--- src/verilog/charge_ctrl_pkg.sv ---
// package for the single-cell charge sequencing controller
// holds register offsets, field positions, reset values, timing counts and state encoding
package charge_ctrl_pkg;
    localparam int ADDR_W = 4;
    localparam int DATA_W = 8;
    // register offsets
    localparam logic [3:0] OFF_PRIMARY_CONTROL = 4'h0;
    localparam logic [3:0] OFF_BATTERY_CURRENT_CONFIG = 4'h1;
    localparam logic [3:0] OFF_CHARGE_VOLTAGE = 4'h2;
    localparam logic [3:0] OFF_MISC_SETTINGS = 4'h3;
    localparam logic [3:0] OFF_STATUS = 4'h4;
    localparam logic [3:0] OFF_APPLIED = 4'h5;
    // primary_control fields
    localparam int POS_CHARGE_RUN_ENABLE = 0;
    localparam int POS_THERMISTOR_BLOCK_ENABLE = 1;
    localparam int POS_REG_STACK_RESET = 7;
    // battery_current_config fields
    localparam int POS_CHARGE_CURRENT = 0;
    localparam int POS_END_CURRENT = 4;
    // misc fields
    localparam int POS_SWITCH_THRESHOLD_SELECT = 0;
    localparam int POS_INPUT_LIMIT = 4;
    // reset values
    localparam logic [7:0] RST_PRIMARY_CONTROL = 8'h03;
    localparam logic [7:0] RST_BATTERY_CURRENT_CONFIG = 8'h20;
    localparam logic [7:0] RST_CHARGE_VOLTAGE = 8'h00;
    localparam logic [7:0] RST_MISC_SETTINGS = 8'h00;
    // timing: 10 us per scaling step at 100 MHz
    localparam int CLK_PERIOD_NS = 10;
    localparam int STEP_TIME_US = 10;
    localparam int STEP_CYCLES = (STEP_TIME_US * 1000) / CLK_PERIOD_NS;
    localparam logic [10:0] STEP_LAST = 11'(STEP_CYCLES - 1);
    // last config cycle: the detection pull must have crossed the two sense flops first
    localparam logic [1:0] CFG_WAIT_LAST = 2'h3;
    // charge states, gray along off-config-safe-pre-full-eoc
    typedef enum logic [2:0] {
        ST_OFF = 3'b000,
        ST_CONFIG = 3'b001,
        ST_SAFE = 3'b011,
        ST_PRE = 3'b010,
        ST_FULL = 3'b110,
        ST_EOC = 3'b111,
        ST_FAULT = 3'b101
    } charge_state_t;
    // selected regulation loop
    typedef enum logic [1:0] {
        LOOP_NONE = 2'b00,
        LOOP_INPUT = 2'b01,
        LOOP_CURRENT = 2'b10,
        LOOP_VOLTAGE = 2'b11
    } loop_sel_t;
endpackage : charge_ctrl_pkg

--- src/verilog/charge_ctrl.sv ---
// charge sequencing controller: state machine, host registers, setting ramps,
// isolation switch drive and switch detection
// assumes analog comparator flags already deglitched, arriving asynchronously
//
// Chosen here: the plain strobed port and the register addresses.
`timescale 1ns/1ps
`default_nettype none

module charge_ctrl (
    input wire logic i_ref_clk,
    input wire logic i_rst,
    input wire logic [charge_ctrl_pkg::ADDR_W-1:0] i_addr,
    input wire logic [charge_ctrl_pkg::DATA_W-1:0] i_wdata,
    input wire logic i_wr,
    input wire logic i_rd,
    output logic [charge_ctrl_pkg::DATA_W-1:0] o_rdata,
    input wire logic i_vin_detect,
    input wire logic i_headroom_ok,
    input wire logic i_above_safe,
    input wire logic i_above_pre,
    input wire logic i_near_charge_voltage,
    input wire logic i_above_recharge,
    input wire logic i_below_end_current,
    input wire logic i_above_switch_threshold,
    input wire logic i_thermistor_sense,
    input wire logic i_switch_sense,
    input wire logic i_app_on,
    input wire logic i_supply_ok,
    input wire logic i_input_limit_hit,
    input wire logic i_current_limit_hit,
    input wire logic i_voltage_limit_hit,
    output logic o_converter_enable,
    output logic o_safe_current_select,
    output logic o_pre_current_select,
    output logic o_constant_voltage,
    output logic o_thermistor_power,
    output logic o_switch_detect_pull,
    output logic o_isolation_switch_drive,
    output logic [1:0] o_loop_select,
    output logic [3:0] o_applied_charge_current,
    output logic [5:0] o_applied_charge_voltage,
    output logic [2:0] o_applied_input_limit
);
    import charge_ctrl_pkg::*;

    // ------------------------------------------------------------
    // helpers
    // ------------------------------------------------------------
    // one ramp step of a value toward its target, width up to 6 bits
    function automatic logic [5:0] step_toward(input logic [5:0] cur, input logic [5:0] tgt);
        if (cur < tgt) begin
            step_toward = cur + 6'h01;
        end else if (cur > tgt) begin
            step_toward = cur - 6'h01;
        end else begin
            step_toward = cur;
        end
    endfunction : step_toward

    // ------------------------------------------------------------
    // input synchronisers
    // ------------------------------------------------------------
    localparam int NSYNC = 17;
    logic [NSYNC-1:0] sync_a;
    logic [NSYNC-1:0] sync_b;
    logic [NSYNC-1:0] raw_in;
    assign raw_in = {i_vin_detect, i_headroom_ok, i_above_safe, i_above_pre, i_near_charge_voltage,
                     i_above_recharge, i_below_end_current, i_above_switch_threshold,
                     i_thermistor_sense, i_switch_sense, i_app_on, i_supply_ok,
                     i_input_limit_hit, i_current_limit_hit, i_voltage_limit_hit, 2'b00};
    // two flops on every analog flag; only sync_b is read by logic
    always_ff @(posedge i_ref_clk or posedge i_rst) begin
        if (i_rst) begin
            sync_a <= '0;
            sync_b <= '0;
        end else begin
            sync_a <= raw_in;
            sync_b <= sync_a;
        end
    end
    logic vin_det, headroom, above_safe, above_pre, near_cv, above_rechg, below_eoc;
    logic above_sw, therm_sense, sw_sense, app_on, supply_ok, lim_in, lim_i, lim_v;
    assign {vin_det, headroom, above_safe, above_pre, near_cv, above_rechg, below_eoc,
            above_sw, therm_sense, sw_sense, app_on, supply_ok, lim_in, lim_i, lim_v} = sync_b[NSYNC-1:2];

    // ------------------------------------------------------------
    // host registers
    // ------------------------------------------------------------
    logic [7:0] primary_control;
    logic [7:0] battery_current_config;
    logic [7:0] charge_voltage;
    logic [7:0] misc_settings;
    logic stack_reset;
    logic bus_ok;
    logic charge_run_enable;
    // bus works whenever internal supply is above undervoltage, input or not
    assign bus_ok = supply_ok;
    assign stack_reset = bus_ok && i_wr && (i_addr == OFF_PRIMARY_CONTROL) && i_wdata[POS_REG_STACK_RESET];
    assign charge_run_enable = primary_control[POS_CHARGE_RUN_ENABLE];

    // writes accepted in any charge state, no sequence stop
    always_ff @(posedge i_ref_clk or posedge i_rst) begin
        if (i_rst) begin
            primary_control <= RST_PRIMARY_CONTROL;
            battery_current_config <= RST_BATTERY_CURRENT_CONFIG;
            charge_voltage <= RST_CHARGE_VOLTAGE;
            misc_settings <= RST_MISC_SETTINGS;
        end else if (stack_reset) begin
            // self-clearing reset bit restores every default
            primary_control <= RST_PRIMARY_CONTROL;
            battery_current_config <= RST_BATTERY_CURRENT_CONFIG;
            charge_voltage <= RST_CHARGE_VOLTAGE;
            misc_settings <= RST_MISC_SETTINGS;
        end else if (bus_ok && i_wr) begin
            case (i_addr)
                OFF_PRIMARY_CONTROL: primary_control <= {1'b0, i_wdata[6:0]};
                OFF_BATTERY_CURRENT_CONFIG: battery_current_config <= {1'b0, i_wdata[6:0]};
                OFF_CHARGE_VOLTAGE: charge_voltage <= {2'b00, i_wdata[5:0]};
                OFF_MISC_SETTINGS: misc_settings <= {1'b0, i_wdata[6:0]};
                default: ;
            endcase
        end
    end

    // ------------------------------------------------------------
    // charge state machine
    // ------------------------------------------------------------
    charge_state_t state;
    charge_state_t next_state;
    logic unplug;
    assign unplug = !vin_det || !headroom;

    // config lasts long enough for the pulled pin to reach the synchronised sense
    logic [1:0] cfg_cnt;
    always_ff @(posedge i_ref_clk or posedge i_rst) begin
        if (i_rst) begin
            cfg_cnt <= 2'h0;
        end else begin
            cfg_cnt <= (state == ST_CONFIG) ? cfg_cnt + 2'h1 : 2'h0;
        end
    end

    always_comb begin
        next_state = state;
        case (state)
            ST_OFF: begin
                if (vin_det && headroom) begin
                    next_state = ST_CONFIG;
                end
            end
            ST_CONFIG: begin
                if (cfg_cnt == CFG_WAIT_LAST) begin
                    next_state = ST_SAFE; // report presence then auto-start
                end
            end
            ST_SAFE: begin
                if (above_safe) begin
                    next_state = ST_PRE;
                end
            end
            ST_PRE: begin
                if (above_pre) begin
                    next_state = ST_FULL;
                end
            end
            ST_FULL: begin
                if (above_rechg && below_eoc) begin
                    next_state = ST_EOC;
                end
            end
            ST_EOC: begin
                if (!above_rechg) begin
                    next_state = ST_FULL;
                end
            end
            ST_FAULT: begin
                if (charge_run_enable) begin
                    next_state = ST_SAFE;
                end
            end
            default: next_state = ST_OFF;
        endcase
        // unplug beats everything, then the host hold
        if (unplug) begin
            next_state = ST_OFF;
        end else if (!charge_run_enable && state != ST_OFF && state != ST_CONFIG) begin
            next_state = ST_FAULT;
        end
        if (!above_safe && (next_state == ST_PRE)) begin
            next_state = ST_SAFE; // empty battery stays safe
        end
    end

    always_ff @(posedge i_ref_clk or posedge i_rst) begin
        if (i_rst) begin
            state <= ST_OFF;
        end else begin
            state <= next_state;
        end
    end

    // ------------------------------------------------------------
    // switch and thermistor detection
    // ------------------------------------------------------------
    logic switch_present;
    logic thermistor_present;
    logic detect_done;
    // sampled once in config, held until unplug or stack reset
    always_ff @(posedge i_ref_clk or posedge i_rst) begin
        if (i_rst) begin
            switch_present <= 1'b0;
            thermistor_present <= 1'b0;
            detect_done <= 1'b0;
        end else if (stack_reset || state == ST_OFF) begin
            detect_done <= 1'b0;
            switch_present <= 1'b0;
            thermistor_present <= 1'b0;
        end else if (state == ST_CONFIG && cfg_cnt == CFG_WAIT_LAST) begin
            switch_present <= sw_sense; // pin held low means no switch fitted
            thermistor_present <= therm_sense;
            detect_done <= 1'b1;
        end
    end

    // ------------------------------------------------------------
    // setting ramps
    // ------------------------------------------------------------
    logic [10:0] step_cnt;
    logic step_tick;
    // one step per 10 us so the regulation loops see small disturbances
    always_ff @(posedge i_ref_clk or posedge i_rst) begin
        if (i_rst) begin
            step_cnt <= '0;
            step_tick <= 1'b0;
        end else begin
            step_tick <= (step_cnt == STEP_LAST);
            step_cnt <= (step_cnt == STEP_LAST) ? 11'h000 : step_cnt + 11'h001;
        end
    end

    logic [5:0] ramp_i;
    logic [5:0] ramp_v;
    logic [5:0] ramp_lim;
    always_ff @(posedge i_ref_clk or posedge i_rst) begin
        if (i_rst) begin
            ramp_i <= '0;
            ramp_v <= '0;
            ramp_lim <= '0;
        end else if (step_tick) begin
            ramp_i <= step_toward(ramp_i, {2'b00, battery_current_config[POS_CHARGE_CURRENT +: 4]});
            ramp_v <= step_toward(ramp_v, charge_voltage[5:0]);
            ramp_lim <= step_toward(ramp_lim, {3'b000, misc_settings[POS_INPUT_LIMIT +: 3]});
        end
    end

    // ------------------------------------------------------------
    // outputs
    // ------------------------------------------------------------
    logic next_switch_open;
    // open only for deep-discharged insertion with application off
    assign next_switch_open = switch_present && !above_sw && !app_on &&
                              (state == ST_SAFE || state == ST_PRE);

    logic [1:0] next_loop;
    // highest-priority loop at its limit takes the duty control: input, then current, then voltage
    always_comb begin
        if (lim_in) begin
            next_loop = LOOP_INPUT;
        end else if (lim_i) begin
            next_loop = LOOP_CURRENT;
        end else if (lim_v) begin
            next_loop = LOOP_VOLTAGE;
        end else begin
            next_loop = LOOP_NONE;
        end
    end

    always_ff @(posedge i_ref_clk or posedge i_rst) begin
        if (i_rst) begin
            o_converter_enable <= 1'b0;
            o_safe_current_select <= 1'b0;
            o_pre_current_select <= 1'b0;
            o_constant_voltage <= 1'b0;
            o_thermistor_power <= 1'b1;
            o_switch_detect_pull <= 1'b0;
            o_isolation_switch_drive <= 1'b0;
            o_loop_select <= 2'b00;
            o_applied_charge_current <= '0;
            o_applied_charge_voltage <= '0;
            o_applied_input_limit <= '0;
        end else begin
            o_safe_current_select <= (next_state == ST_SAFE);
            o_converter_enable <= (next_state == ST_PRE) || (next_state == ST_FULL);
            o_pre_current_select <= (next_state == ST_PRE);
            o_constant_voltage <= (next_state == ST_FULL) && near_cv;
            // thermistor powered down only in fault with its enable cleared
            o_thermistor_power <= !((state == ST_FAULT) && !primary_control[POS_THERMISTOR_BLOCK_ENABLE]);
            o_switch_detect_pull <= (next_state == ST_CONFIG);
            o_isolation_switch_drive <= next_switch_open;
            o_loop_select <= (next_state == ST_FULL || next_state == ST_PRE) ? next_loop : 2'b00;
            o_applied_charge_current <= ramp_i[3:0];
            o_applied_charge_voltage <= ramp_v;
            o_applied_input_limit <= ramp_lim[2:0];
        end
    end

    // read data one cycle after the strobe, zero otherwise
    always_ff @(posedge i_ref_clk or posedge i_rst) begin
        if (i_rst) begin
            o_rdata <= '0;
        end else if (i_rd && bus_ok) begin
            case (i_addr)
                OFF_PRIMARY_CONTROL: o_rdata <= primary_control;
                OFF_BATTERY_CURRENT_CONFIG: o_rdata <= battery_current_config;
                OFF_CHARGE_VOLTAGE: o_rdata <= charge_voltage;
                OFF_MISC_SETTINGS: o_rdata <= misc_settings;
                OFF_STATUS: o_rdata <= {2'b00, switch_present, thermistor_present, detect_done, state};
                OFF_APPLIED: o_rdata <= {ramp_lim[1:0], ramp_v};
                default: o_rdata <= 8'h00;
            endcase
        end else begin
            o_rdata <= 8'h00;
        end
    end

    // ------------------------------------------------------------
    // assertions
    // ------------------------------------------------------------
    a_off_startup: assert property (@(posedge i_ref_clk) disable iff (i_rst)
        (state == ST_OFF && $past(state) == ST_OFF) |=> (state == ST_OFF) || $past(vin_det && headroom))
        else $error("left off without valid input");
    a_hold_to_fault: assert property (@(posedge i_ref_clk) disable iff (i_rst)
        (!charge_run_enable && !unplug && state inside {ST_SAFE, ST_PRE, ST_FULL, ST_EOC}) |=> state == ST_FAULT)
        else $error("host hold did not reach fault");
    a_safe_to_pre: assert property (@(posedge i_ref_clk) disable iff (i_rst)
        (state == ST_SAFE && above_safe && charge_run_enable && !unplug) |=> state == ST_PRE)
        else $error("safe phase did not advance");
    a_eoc_resume: assert property (@(posedge i_ref_clk) disable iff (i_rst)
        (state == ST_EOC && !above_rechg && charge_run_enable && !unplug) |=> state == ST_FULL)
        else $error("no resume from end of charge");
    a_full_to_eoc: assert property (@(posedge i_ref_clk) disable iff (i_rst)
        (state == ST_FULL && above_rechg && below_eoc && charge_run_enable && !unplug) |=> state == ST_EOC)
        else $error("end of charge missed");
    a_switch_low: assert property (@(posedge i_ref_clk) disable iff (i_rst)
        above_sw |=> !o_isolation_switch_drive)
        else $error("switch open above threshold");
    a_stack_reset: assert property (@(posedge i_ref_clk) disable iff (i_rst)
        stack_reset |=> primary_control == RST_PRIMARY_CONTROL && charge_voltage == RST_CHARGE_VOLTAGE)
        else $error("stack reset left registers");
    a_ramp_step: assert property (@(posedge i_ref_clk) disable iff (i_rst)
        !step_tick |=> $stable(ramp_i) && $stable(ramp_v))
        else $error("ramp moved between steps");
    a_detect_hold: assert property (@(posedge i_ref_clk) disable iff (i_rst)
        (detect_done && state != ST_OFF && !stack_reset) |=> $stable(switch_present))
        else $error("detection result changed mid cycle");
    a_config_pull: assert property (@(posedge i_ref_clk) disable iff (i_rst)
        (state == ST_CONFIG) |-> o_switch_detect_pull)
        else $error("no detection pull in config");
    c_full_charge: cover property (@(posedge i_ref_clk) disable iff (i_rst) state == ST_FULL);
    c_eoc: cover property (@(posedge i_ref_clk) disable iff (i_rst) state == ST_EOC);
    c_fault: cover property (@(posedge i_ref_clk) disable iff (i_rst) state == ST_FAULT);
    c_switch_open: cover property (@(posedge i_ref_clk) disable iff (i_rst) o_isolation_switch_drive);
endmodule : charge_ctrl

`default_nettype wire

--- config.mk ---
export PLATFORM = sky130hd
export DESIGN_NAME = charge_ctrl
export DESIGN_NICKNAME = d
export VERILOG_FILES = /design/src/verilog/charge_ctrl_pkg.sv /design/src/verilog/charge_ctrl.sv
export SDC_FILE = /design/constraint.sdc
export NUM_CORES = 1
export LEC_CHECK = 0
export ABC_CLOCK_PERIOD_IN_PS = 4360
export BUFFER_PORTS_ARGS = -buffer_cell sky130_fd_sc_hd__buf_2
export CORE_MARGIN = 8
export CORE_UTILIZATION = 60
export CTS_BUF_LIST = sky130_fd_sc_hd__clkbuf_8
export DETAILED_ROUTE_END_ITERATION = 8
export PLACE_DENSITY = 0.78
export SLEW_MARGIN = 10
export SYNTH_ARGS = -nofsm -noshare
export SYNTH_HDL_FRONTEND = slang
export SYNTH_SLANG_ARGS = --single-unit
export TNS_END_PERCENT = 5
--- constraint.sdc ---
create_clock -name i_ref_clk -period 4.36 [get_ports i_ref_clk]
set_clock_uncertainty 0.05 [all_clocks]
set_input_delay 0.654 -clock i_ref_clk [delete_from_list [all_inputs] [get_ports i_ref_clk]]
set_output_delay 0.654 -clock i_ref_clk [all_outputs]
set_load 0.02 [all_outputs]
# Word-level counts from Yosys, hierarchy flattened
# Index checks and enable logic that the tools add are counted.
[op_classes]
n_addsub = 8
n_lt_le_gt_ge = 6
n_eq_ne = 19
mux = 43
n_reduce_logical = 46
[ops]
columns = ["cell", "count"]
rows = [
  ["8-bit 2-to-1 mux", 13],
  ["8-bit one-hot mux with 6 select lines", 1],
  ["6-bit 2-to-1 mux", 6],
  ["3-bit 2-to-1 mux", 10],
  ["3-bit one-hot mux with 7 select lines", 1],
  ["6-bit by 1-bit adder with 6-bit output (second input constant)", 3],
  ["2-bit nonzero test", 9],
  ["6-bit by 1-bit subtractor with 6-bit output (second input constant)", 3],
  ["3-bit by 2-bit == test with 1-bit output (second input constant)", 5],
  ["1-bit logical AND", 15],
  ["2-bit AND reduction", 7],
  ["3-bit == test (second input constant)", 4],
  ["11-bit by 1-bit adder with 11-bit output (second input constant)", 1],
  ["11-bit by 10-bit == test with 1-bit output (second input constant)", 1],
  ["11-bit 2-to-1 mux", 1],
  ["2-bit 2-to-1 mux", 5],
  ["4-bit by 2-bit == test with 1-bit output (second input constant)", 2],
  ["4-bit by 3-bit == test with 1-bit output (second input constant)", 2],
  ["1-bit logical NOT", 8],
  ["3-bit by 1-bit == test with 1-bit output (second input constant)", 2],
  ["6-bit by 3-bit > comparator with 1-bit output", 1],
  ["6-bit by 4-bit > comparator with 1-bit output", 1],
  ["6-bit > comparator", 1],
  ["6-bit by 3-bit less-than comparator with 1-bit output", 1],
  ["other kinds (11)", 19],
]
[totals]
ff_bits = 130
in_bits = 31
output_inout_bits = 30
word_cells = 150

# Depth between registers and ports, before layout
# Gate-level depths: netlist of run 1.
[depth]
depth_word = 11
depth_mapped = 13
depth_no_buf = 13

# Least setup slack after synthesis of run 1
# No wires, ideal clock.
[synth_path]
path_type = "reg2reg"
start = "reg ramp_v[1]"
end = "reg ramp_v[5]"
setup_time_ns = 0.123
arrival_time_ns = 2.468
t_required_ns = 4.187
path_slack_ns = 1.719
path_stages_with_launch = 12
period_less_slack_ns = 2.641
cell_sequence = "dfrtp_1 ha_1 nor2b_1 o21a_1 a221o_1 ha_1 a211oi_1 o21bai_1 a21oi_1 xnor2_1 nand2_1 xnor2_1"
[synth_via]
elab_chain_len = 3
elab_cells_between_ends = 8
cone_classes = "add/sub (2); order compare (2); mux (2); reduce/logical (2)"
[synth_rtl]
columns = ["element", "line_no", "text"]
rows = [
  ["start, declared", "charge_ctrl.sv:242", "logic [5:0] ramp_v;"],
  ["start signal, assigned", "charge_ctrl.sv:251", "ramp_v <= step_toward(ramp_v, charge_voltage[5:0]);"],
  ["6-bit by 1-bit subtractor with 6-bit output, or another cell as far along", "charge_ctrl.sv:54", "step_toward = cur - 6'h01;"],
  ["6-bit 2-to-1 mux or 2-bit nonzero test (tied branches)", "n/a", ""],
  ["6-bit 2-to-1 mux or 2-bit AND reduction (tied branches)", "n/a", ""],
]
# Several ways; a longest one is shown, not always the timed one. The select of a mux whose other input is x is not followed.
# A chain may end at the register's enable or synchronous reset.

# Worst setup path after layout of run 1
[layout_path]
start = "reg misc_settings[6]"
end = "reg ramp_lim[5]"
[layout_via]
elab_chain_len = 3
elab_cells_between_ends = 5
cone_classes = "order compare (2); mux (1); reduce/logical (2)"
[layout_rtl]
columns = ["element", "line_no", "text"]
rows = [
  ["start, declared", "charge_ctrl.sv:92", "logic [7:0] misc_settings;"],
  ["start signal, assigned", "charge_ctrl.sv:119", "OFF_MISC_SETTINGS: misc_settings <= {1'b0, i_wdata[6:0]};"],
  ["6-bit by 3-bit less-than comparator with 1-bit output or 6-bit by 3-bit > comparator with 1-bit output (tied branches)", "charge_ctrl.sv:51, charge_ctrl.sv:53", ""],
  ["2-bit nonzero test (no line)", "n/a", ""],
  ["2-bit AND reduction (no line)", "n/a", ""],
  ["end signal, assigned", "charge_ctrl.sv:252", "ramp_lim <= step_toward(ramp_lim, {3'b000, misc_settings[POS_INPUT_LIMIT +: 3]});"],
  ["end, declared", "charge_ctrl.sv:243", "logic [5:0] ramp_lim;"],
]
# Several ways; a longest one is shown, not always the timed one.

==> impl_summary.txt, run 1 <==
----------------------------------------------------
[Timing]
  Setup repair after global routing missed its margin ... no
  Remaining max-slew budget at the tightest pin ... approximately 37%
  Transition time at the pin with the least slew margin ... 0.938 ns
  Fin crit share ... between 60% and 70%
  Worst Slack Setup Final ... 1.47 ns
  Clock period minus worst slack ... approximately 2.9 ns
  Fin. max-slew vios ... 0
  Setup-violating endpoint count in the final report ... 0
  Final hold violation count ... 0
  Setup total negative slack ... 0 ns
  Maximum frequency from static timing analysis ... ~350 MHz

[Synthesis]
  Count of unique library cells instantiated by Yosys ... between 50 and 60
  Post-Syn Nets ... approximately 520
  Sequential cell area fraction in the yosys report ... 57.2%
  Cells after Synth ... 463
  Flip-flop cell with the highest count after synthesis ... dfrtp_1
  Cell types with the largest area share after synthesis ... dfrtp_1 55%, ha_1 6.2%, mux2i_1 3.8%, nor2_1 3.2%, nand2_1 2.5%
  Synth top area share ... roughly 55%
  Post-Synthesis Cell Area ... 5480 µm²
  Number of storage elements in the synthesis netlist ... between 100 and 150
  Syn_area_per_cell ... 11.8 µm²
  Yosys warning count ... 0
  Fraction of synthesis flops using an asynchronous set or reset pin ... between 90% and 100%
  Most area-hungry cell type in the Yosys netlist ... dfrtp_1
  Number of flops mapped to enable cells by yosys ... 0

[CTS]
  Reg clk slew, reported paths ... ~0.080 ns
  Root buffer cell ... clkbuf_8
  Cts hold-fix bufs ... 0
  Number of buffers added by the clock tree synthesis step ... 17
  PostCTS Resize Cnt ... 0
  H-tree depth ... 4
  Count of clock tree sinks ... around 130
  Number of buffers inserted by post-CTS setup repair ... 0
  TritonCTS clock tree ... done
  Buffers from clock root to sink, at most ... 2
  Clock Latency Late Sink ... roughly 0.44 ns

[Placed design]
  Count of port buffers added during placement ... 60
  Pre-CTS worst setup slack ... 1.49 ns
  Detailed placer's ending HPWL ... around 7700 µm
  Post-placement cell area ... approximately 5900 µm²
  Routability congestion estimate ... between 0.8 and 0.9

[Die]
  Starting utilization of the core area ... between 60% and 70%
  Width of the die ... between 100 and 150 µm
  Number of placement rows ... 35
  Core Footprint ... 9060 µm²
  Die footprint ... about 12000 µm²
  DIE HEIGHT ... approximately 110 µm
  Top-Level Pins ... between 60 and 70

[Worst setup path]
  Data arrival time of the critical path ... 3.17 ns
  Category of the critical setup timing path ... register to register
  Critical path fanouts, max ... 5
  Worst Setup End Kind ... register
  Data required time of the worst path ... about 4.6 ns
  Startpoint type of the worst setup path ... register

[Detailed routing]
  Number of DRC violations after detailed-routing iteration 0 ... between 200 and 250
  Number of iterations in the first detailed-routing pass ... 7
  Antenna viol nets, final ... 0
  Top layer reached by signal wires ... met4
  Vias after detailed routing ... around 3800
  Via density ... 5.76
  Met2 wire length ... 5170 µm
  DRC ... 0
  Final wirelength ... ~11000 µm
  Detail-routed net length per standard cell ... 16.5 µm
  Met3 wirelength from detailed routing ... 611 µm
  WL met1 ... roughly 4700 µm

[Cells and area]
  Finished layout cell area ... about 6300 µm²
  Fraction of final layout cells with drive strength greater than 1 ... 21.4%
  Area growth, synth to finish ... 14.6%
  Final layout net count ... around 590
  Final-layout fill cell count ... 633
  Diodes inserted ... 0

[Global routing]
  Initial antenna violation count ... 0
  Global-route total usage across every layer ... a little under a fifth
  Pin count of the biggest net entering global routing ... 76
  Wire length of the first global-routing pass ... 18800 µm
  Via count of the first global-routing pass ... ~3900
  Gr ovfl total ... 0

[Pwr]
  Static leakage ... 3.11 nW
  P per Cell Area ... between 400 and 500 nW/µm²
  Peak VDD IR ... 0.000282 V

[Status]
  Result of the run ... completed

[Worst hold path]
  Type of the tightest min-delay check ... input pin to register

[Flow run]
  MaxCap Viol Count ... 0

----------------------------------------------------
synth_stat cells, drive strengths merged, types with 8 or more instances:
master and number:
a21o 8, a21oi 21, buf 9, dfrtp 121, ha 27, inv 21, mux2 8, mux2i 21
nand2 37, nand3 10, nor2 48, nor2b 11, o21ai 16, xnor2 14, xor2 10
critical path: stages, from the launching register on:
cell and delay [ns]:
dfrtp_1 0.38, inv_1 0.06, ha_1 0.19, or4_1 0.42, a21oi_2 0.15, o21a_1 0.16
inv_1 0.11, ha_1 0.29, a21o_1 0.17, a21oi_1 0.24, nor2b_1 0.08, o21ai_0 0.15
nand3b_1 0.12, xor2_1 0.20
layout make-up:
| type | instances | area, µm² | share of cell area (%) |
|---|---|---|---|
| multi-input combinational | 303 | 2190 | 34.9 |
| clock buffer | 18 | 248 | 3.95 |
| clock inverter | 14 | 168 | 2.67 |
| timing repair buffer | 62 | 315 | 5.03 |
| inverter | 21 | 81.3 | 1.30 |
| sequential | 125 | 3130 | 49.9 |
| tap | 111 | 139 | 2.21 |
logic make-up (layout without fill, tap and decap cells):
logic type,Yosys count,count (layout),synth area share (%)
xor gates and xnor gates,24,24,3.84
and+or+nand+nor,141,141,13.0
adders and majority gates,30,30,7.27
buffers and inverters,35,115,2.81
muxes,32,32,6.72
AOI/OAI and AO/OA,76,76,9.12
DFF,125,125,57.2
metrics by stage:
step	std cells	power, mW	utilization (%)	hold WS [ns]
6_report	654	2.61	69.2	0.259
5_1_grt	654	2.73	69.2	0.236
4_1_cts	654	2.63	69.2	0.243
3_5_place_dp	622	1.59	64.6	0.285
3_3_place_gp	622	1.57	64.6	0.282
2_1_floorplan	463	1.50	-	0.281
registers in the layout, summed over array words and instances (netlist names), 7 cells and up:
name / count
primary_control: 7
misc_settings: 7
sync_b: 15
battery_current_config: 7
step_cnt: 11
sync_a: 15
o_rdata: 8
path summary, 6_finish.rpt:
kind / start / cells after the start / slack [ns] / to
max in group asynchronous: i_rst / 3 / 3.00 / battery_current_config[5]
worst max register to register: misc_settings[6] / 13 / 1.47 / ramp_lim[5]
worst min-delay path: i_above_recharge / 1 / 0.26 / sync_a[11]
worst max-delay path: misc_settings[6] / 13 / 1.47 / ramp_lim[5]
min in group asynchronous: i_rst / 2 / 0.34 / step_cnt[1]
worst min register to register: sync_a[3] / 0 / 0.30 / sync_b[3]
routing by layer:
metal / GRT usage (%) / up-vias
li1: - / 1753
met1: 23.4 / 1848
met2: 29.8 / 131
met3: 4.82 / 38
met4: 9.85 / 0
met5: 0 / -
cell usage in the layout, fill, tap and decap left out, drive strengths merged, types with 10 or more instances in the layout:
cell type,count
nand3,10
nor2,48
xor2,10
mux2i,21
clkbuf,18
a21oi,21
nor2b,11
o21ai,16
xnor2,14
inv,31
dfrtp,121
buf,62
ha,27
nand2,37
power by group:
group / total (mW) / leakage [nW] / internal [mW] / switching, mW
combinational: 0.303 / 1.28 / 0.127 / 0.176
sequential: 1.27 / 1.62 / 1.22 / 0.0435
clock: 1.04 / 0.211 / 0.502 / 0.539
total: 2.61 / 3.11 / 1.85 / 0.759
(Power assumes the default switching activity.)
==> run 2: changes to the inputs <==
ABC_CLOCK_PERIOD_IN_PS = 2500   (was 4360)
CORE_UTILIZATION = 55   (was 60)
PLACE_DENSITY = 0.76   (was 0.78)
clock period = 2.5 ns   (was 4.36 ns; I/O delays follow)
==> run 2 against run 1 <==
Net effect:
- sequential share of layout area is 4.7 points lower
- core utilization is 2.0 points higher
- critical endpoint is now ramp_v[5]
- the run now ends with setup timing left
- largest power group unchanged
- final cell count is 12% higher
- die area is 7.8% higher
- combinational power is 150% higher
- first-iteration DRC count is 8.6% lower
- clock power is 64% higher
- wire length is 7.9% higher
- non-clock buffer count is 59 higher
- register-to-register slack worse by 1.7 ns
==> impl_summary.txt, run 2 (synthesized netlist as in run 1, its figures left out) <==
----------------------------------------------------
[Status]
  Result of the run ... finished with violations (was completed)
  Failing checks ... setup timing

[Timing]
  Setup repair after global routing missed its margin ... yes (was no)
  Transition time at the pin with the least slew margin ... 0.638 ns (was 0.938 ns)
  Setup total negative slack ... -0.413 ns (was 0 ns)
  Clock period minus worst slack ... 2.69 ns (was 2.89 ns)
  Worst Slack Setup Final ... -0.187 ns (was 1.47 ns)
  Setup-violating endpoint count in the final report ... 5 (was 0)
  Fin crit share ... 107% (was 66.4%)
  Maximum frequency from static timing analysis ... 372 MHz (was 345 MHz)
  Final hold violation count ... 0 (unchanged)
  Fin. max-slew vios ... 0 (unchanged)
  Remaining max-slew budget at the tightest pin ... 57.5% (was 37.3%)

[Cells and area]
  Diodes inserted ... 0 (unchanged)
  Final layout net count ... 650 (was 591)
  Fraction of final layout cells with drive strength greater than 1 ... 30.7% (was 21.4%)
  Largest registers ... sync_a: 15 flops, sync_b: 15 flops, step_cnt: 11 flops (unchanged)
  Finished layout cell area ... 6930 µm² (was 6270 µm²)
  Most common cell after layout, fill and taps aside ... dfrtp_1 (unchanged)
  Highest-count cells in the layout ignoring fill and taps ... 121 x dfrtp_1, 60 x buf_2, 46 x nor2_1, 44 x buf_4, 37 x nand2_1 (was 121 x dfrtp_1, 60 x buf_2, 46 x nor2_1, 37 x nand2_1, 27 x ha_1)
  Fin util ... 71.2% (was 69.2%)
  Final-layout fill cell count ... 678 (was 633)
  Area growth, synth to finish ... 26.5% (was 14.6%)
  Number of standard cells in the final layout excluding fillers ... 735 (was 654)

[Pwr]
  Peak VDD IR ... 0.000482 V (was 0.000282 V)
  Static leakage ... 3.40 nW (was 3.11 nW)
  P per Cell Area ... 671 nW/µm² (was 416 nW/µm²)

[Worst setup path]
  End of the worst register-to-register path ... ramp_v[5] (was ramp_lim[5])
  Slack of the worst reg-to-reg path ... -0.19 ns (was 1.47 ns)
  Family with the most delay on the worst path ... compound AO/OA/AOI/OAI gates (unchanged)
  Data required time of the worst path ... 2.78 ns (was 4.64 ns)
  Startpoint of the worst-slack reg-to-reg timing path ... charge_voltage[5] (was misc_settings[6])
  Depth of the worst register-to-register path ... 13 (unchanged)
  Cell-by-cell trace of the critical path ... inv_1, ha_4, and3_4, o21a_1, a221o_2, buf_6, ha_4, o21ai_1, o21bai_1, a21oi_2, xnor2_1, nand2_1, xnor2_1 (was inv_1, ha_1, or4_1, a21oi_2, o21a_1, inv_1, ha_1, a21o_1, a21oi_1, nor2b_1, o21ai_0, nand3b_1, xor2_1)
  Startpoint type of the worst setup path ... register (unchanged)
  Worst Setup End Kind ... register (unchanged)
  Slowest-stage cell, CP ... a221o_2 (was or4_1)
  Max incr delay on CP ... 0.43 ns (was 0.42 ns)
  Data arrival time of the critical path ... 2.97 ns (was 3.17 ns)
  Critical path fanouts, max ... 5 (unchanged)
  Number of buffers and inverters on the critical path ... 2 (unchanged)
  Category of the critical setup timing path ... register to register (unchanged)

[CTS]
  TritonCTS clock tree ... done (unchanged)
  H-tree depth ... 4 (unchanged)
  Buffers from clock root to sink, at most ... 2 (unchanged)
  Number of buffers added by the clock tree synthesis step ... 17 (unchanged)
  Clock Latency Late Sink ... 0.45 ns (was 0.44 ns)
  Reg clk slew, reported paths ... 0.08 ns (about the same)
  Count of clock tree sinks ... 125 (unchanged)
  Root buffer cell ... clkbuf_8 (unchanged)

[Detailed routing]
  Vias after detailed routing ... 3981 (was 3770)
  Number of iterations in the first detailed-routing pass ... 5 (was 7)
  Number of DRC violations after detailed-routing iteration 0 ... 222 (was 243)
  Final wirelength ... 11600 µm (was 10800 µm)
  Antenna viol nets, final ... 0 (unchanged)
  DRC ... 0 (unchanged)
  Detail-routed net length per standard cell ... 15.8 µm (was 16.5 µm)
  Via density ... 5.42 (was 5.76)

[Placed design]
  Pre-CTS worst setup slack ... -0.267 ns (was 1.49 ns)
  Post-placement cell area ... 6190 µm² (was 5860 µm²)
  Detailed placer's ending HPWL ... 7960 µm (was 7730 µm)
  Count of port buffers added during placement ... 60 (unchanged)
  Inst Count DP ... 683 (was 622)
  Routability congestion estimate ... 0.876 (was 0.849)

[Global routing]
  Gr ovfl total ... 0 (unchanged)
  Wire length of the first global-routing pass ... 19400 µm (was 18800 µm)
  Met1 usage in global routing ... 22.2% (was 23.4%)
  Peak-usage layer in the global routing report ... met2 (unchanged)
  Met3 track utilization from global routing ... 6.72% (was 4.82%)
  Pin count of the biggest net entering global routing ... 126 (was 76)
  Initial antenna violation count ... 0 (unchanged)
  Via count of the first global-routing pass ... 4066 (was 3899)
  Global-route total usage across every layer ... 18.9% (was 18.8%)
  M2 GR Usage ... 31.3% (was 29.8%)

[Die]
  Number of placement rows ... 36 (was 35)
  Width of the die ... 116 µm (was 112 µm)
  Top-Level Pins ... 61 (unchanged)
  DIE HEIGHT ... 116 µm (was 112 µm)
  Starting utilization of the core area ... 56.3% (was 60.4%)
  Die footprint ... 13400 µm² (was 12400 µm²)
  Core Footprint ... 9730 µm² (was 9060 µm²)

[Worst hold path]
  Type of the tightest min-delay check ... input pin to asynchronous set/reset pin (was input pin to register)

[Flow run]
  MaxCap Viol Count ... 0 (unchanged)

----------------------------------------------------
[run 2: cell count changes in the layout (fill, tap and decap cells not counted), sizes merged]
cell,previous run,this run
inv,31,30
dlygate4sd3,0,15
clkbuf,18,17
buf,62,106
clkinvlp,1,4
clkinv,2,1
[run 2: where the power goes]
part	internal, mW	total (mW)	switching (mW)
clock	0.819	1.71	0.886
combinational	0.367	0.744	0.377
sequential	2.14	2.20	0.0649
[run 2: timing repair]
action	CTS	global route
setup endpoints to repair	8	8
resized for setup	22	9
hold endpoints to repair	15	0
gates cloned	0	0
setup buffers	4	1
hold buffers	15	0
pin swaps	10	9
[run 2: worst min-delay path, cell delays in order]
cell and delay, ns:
buf_2 0.11, clkinvlp_4 0.07, buf_12 0.47
[run 2: area by class of cell]
cell class / count / area, µm² / share of cell area [%]
Sequential cell: 125 / 3130 / 45.2
Multi-Input combinational cell: 303 / 2350 / 33.9
Timing Repair Buffer: 121 / 812 / 11.7
Clock buffer: 17 / 234 / 3.38
Tap cell: 133 / 166 / 2.40
Clock inverter: 15 / 151 / 2.19
Inverter: 21 / 82.6 / 1.19
[run 2: worst max-delay path by stage]
stage,from,to,slack [ns],depth (start not counted)
after floorplan,ramp_v[1],ramp_v[5],-0.14,11
after global placement,charge_voltage[5],ramp_v[5],-0.16,12
after detailed placement,charge_voltage[5],ramp_v[5],-0.27,12
after CTS,ramp_v[1],ramp_v[5],-0.13,12
after global routing,ramp_v[4],ramp_v[5],-0.26,12
final,charge_voltage[5],ramp_v[5],-0.19,13
[run 2: layer usage]
layer / wire length (µm) / up-vias
li1: - / 1871
met1: 4740 / 1962
met2: 5940 / 130
met3: 794 / 18
met4: 154 / 0
met5: 0 / -
[run 2: metrics by stage]
stage / power, mW / hold slack, ns
floorplan: 2.62 / 0.281
detailed placement: 2.85 / 0.285
global placement: 2.81 / 0.283
global route: 4.87 / 0.0913
finish: 4.65 / 0.0655
CTS: 4.64 / 0.0953
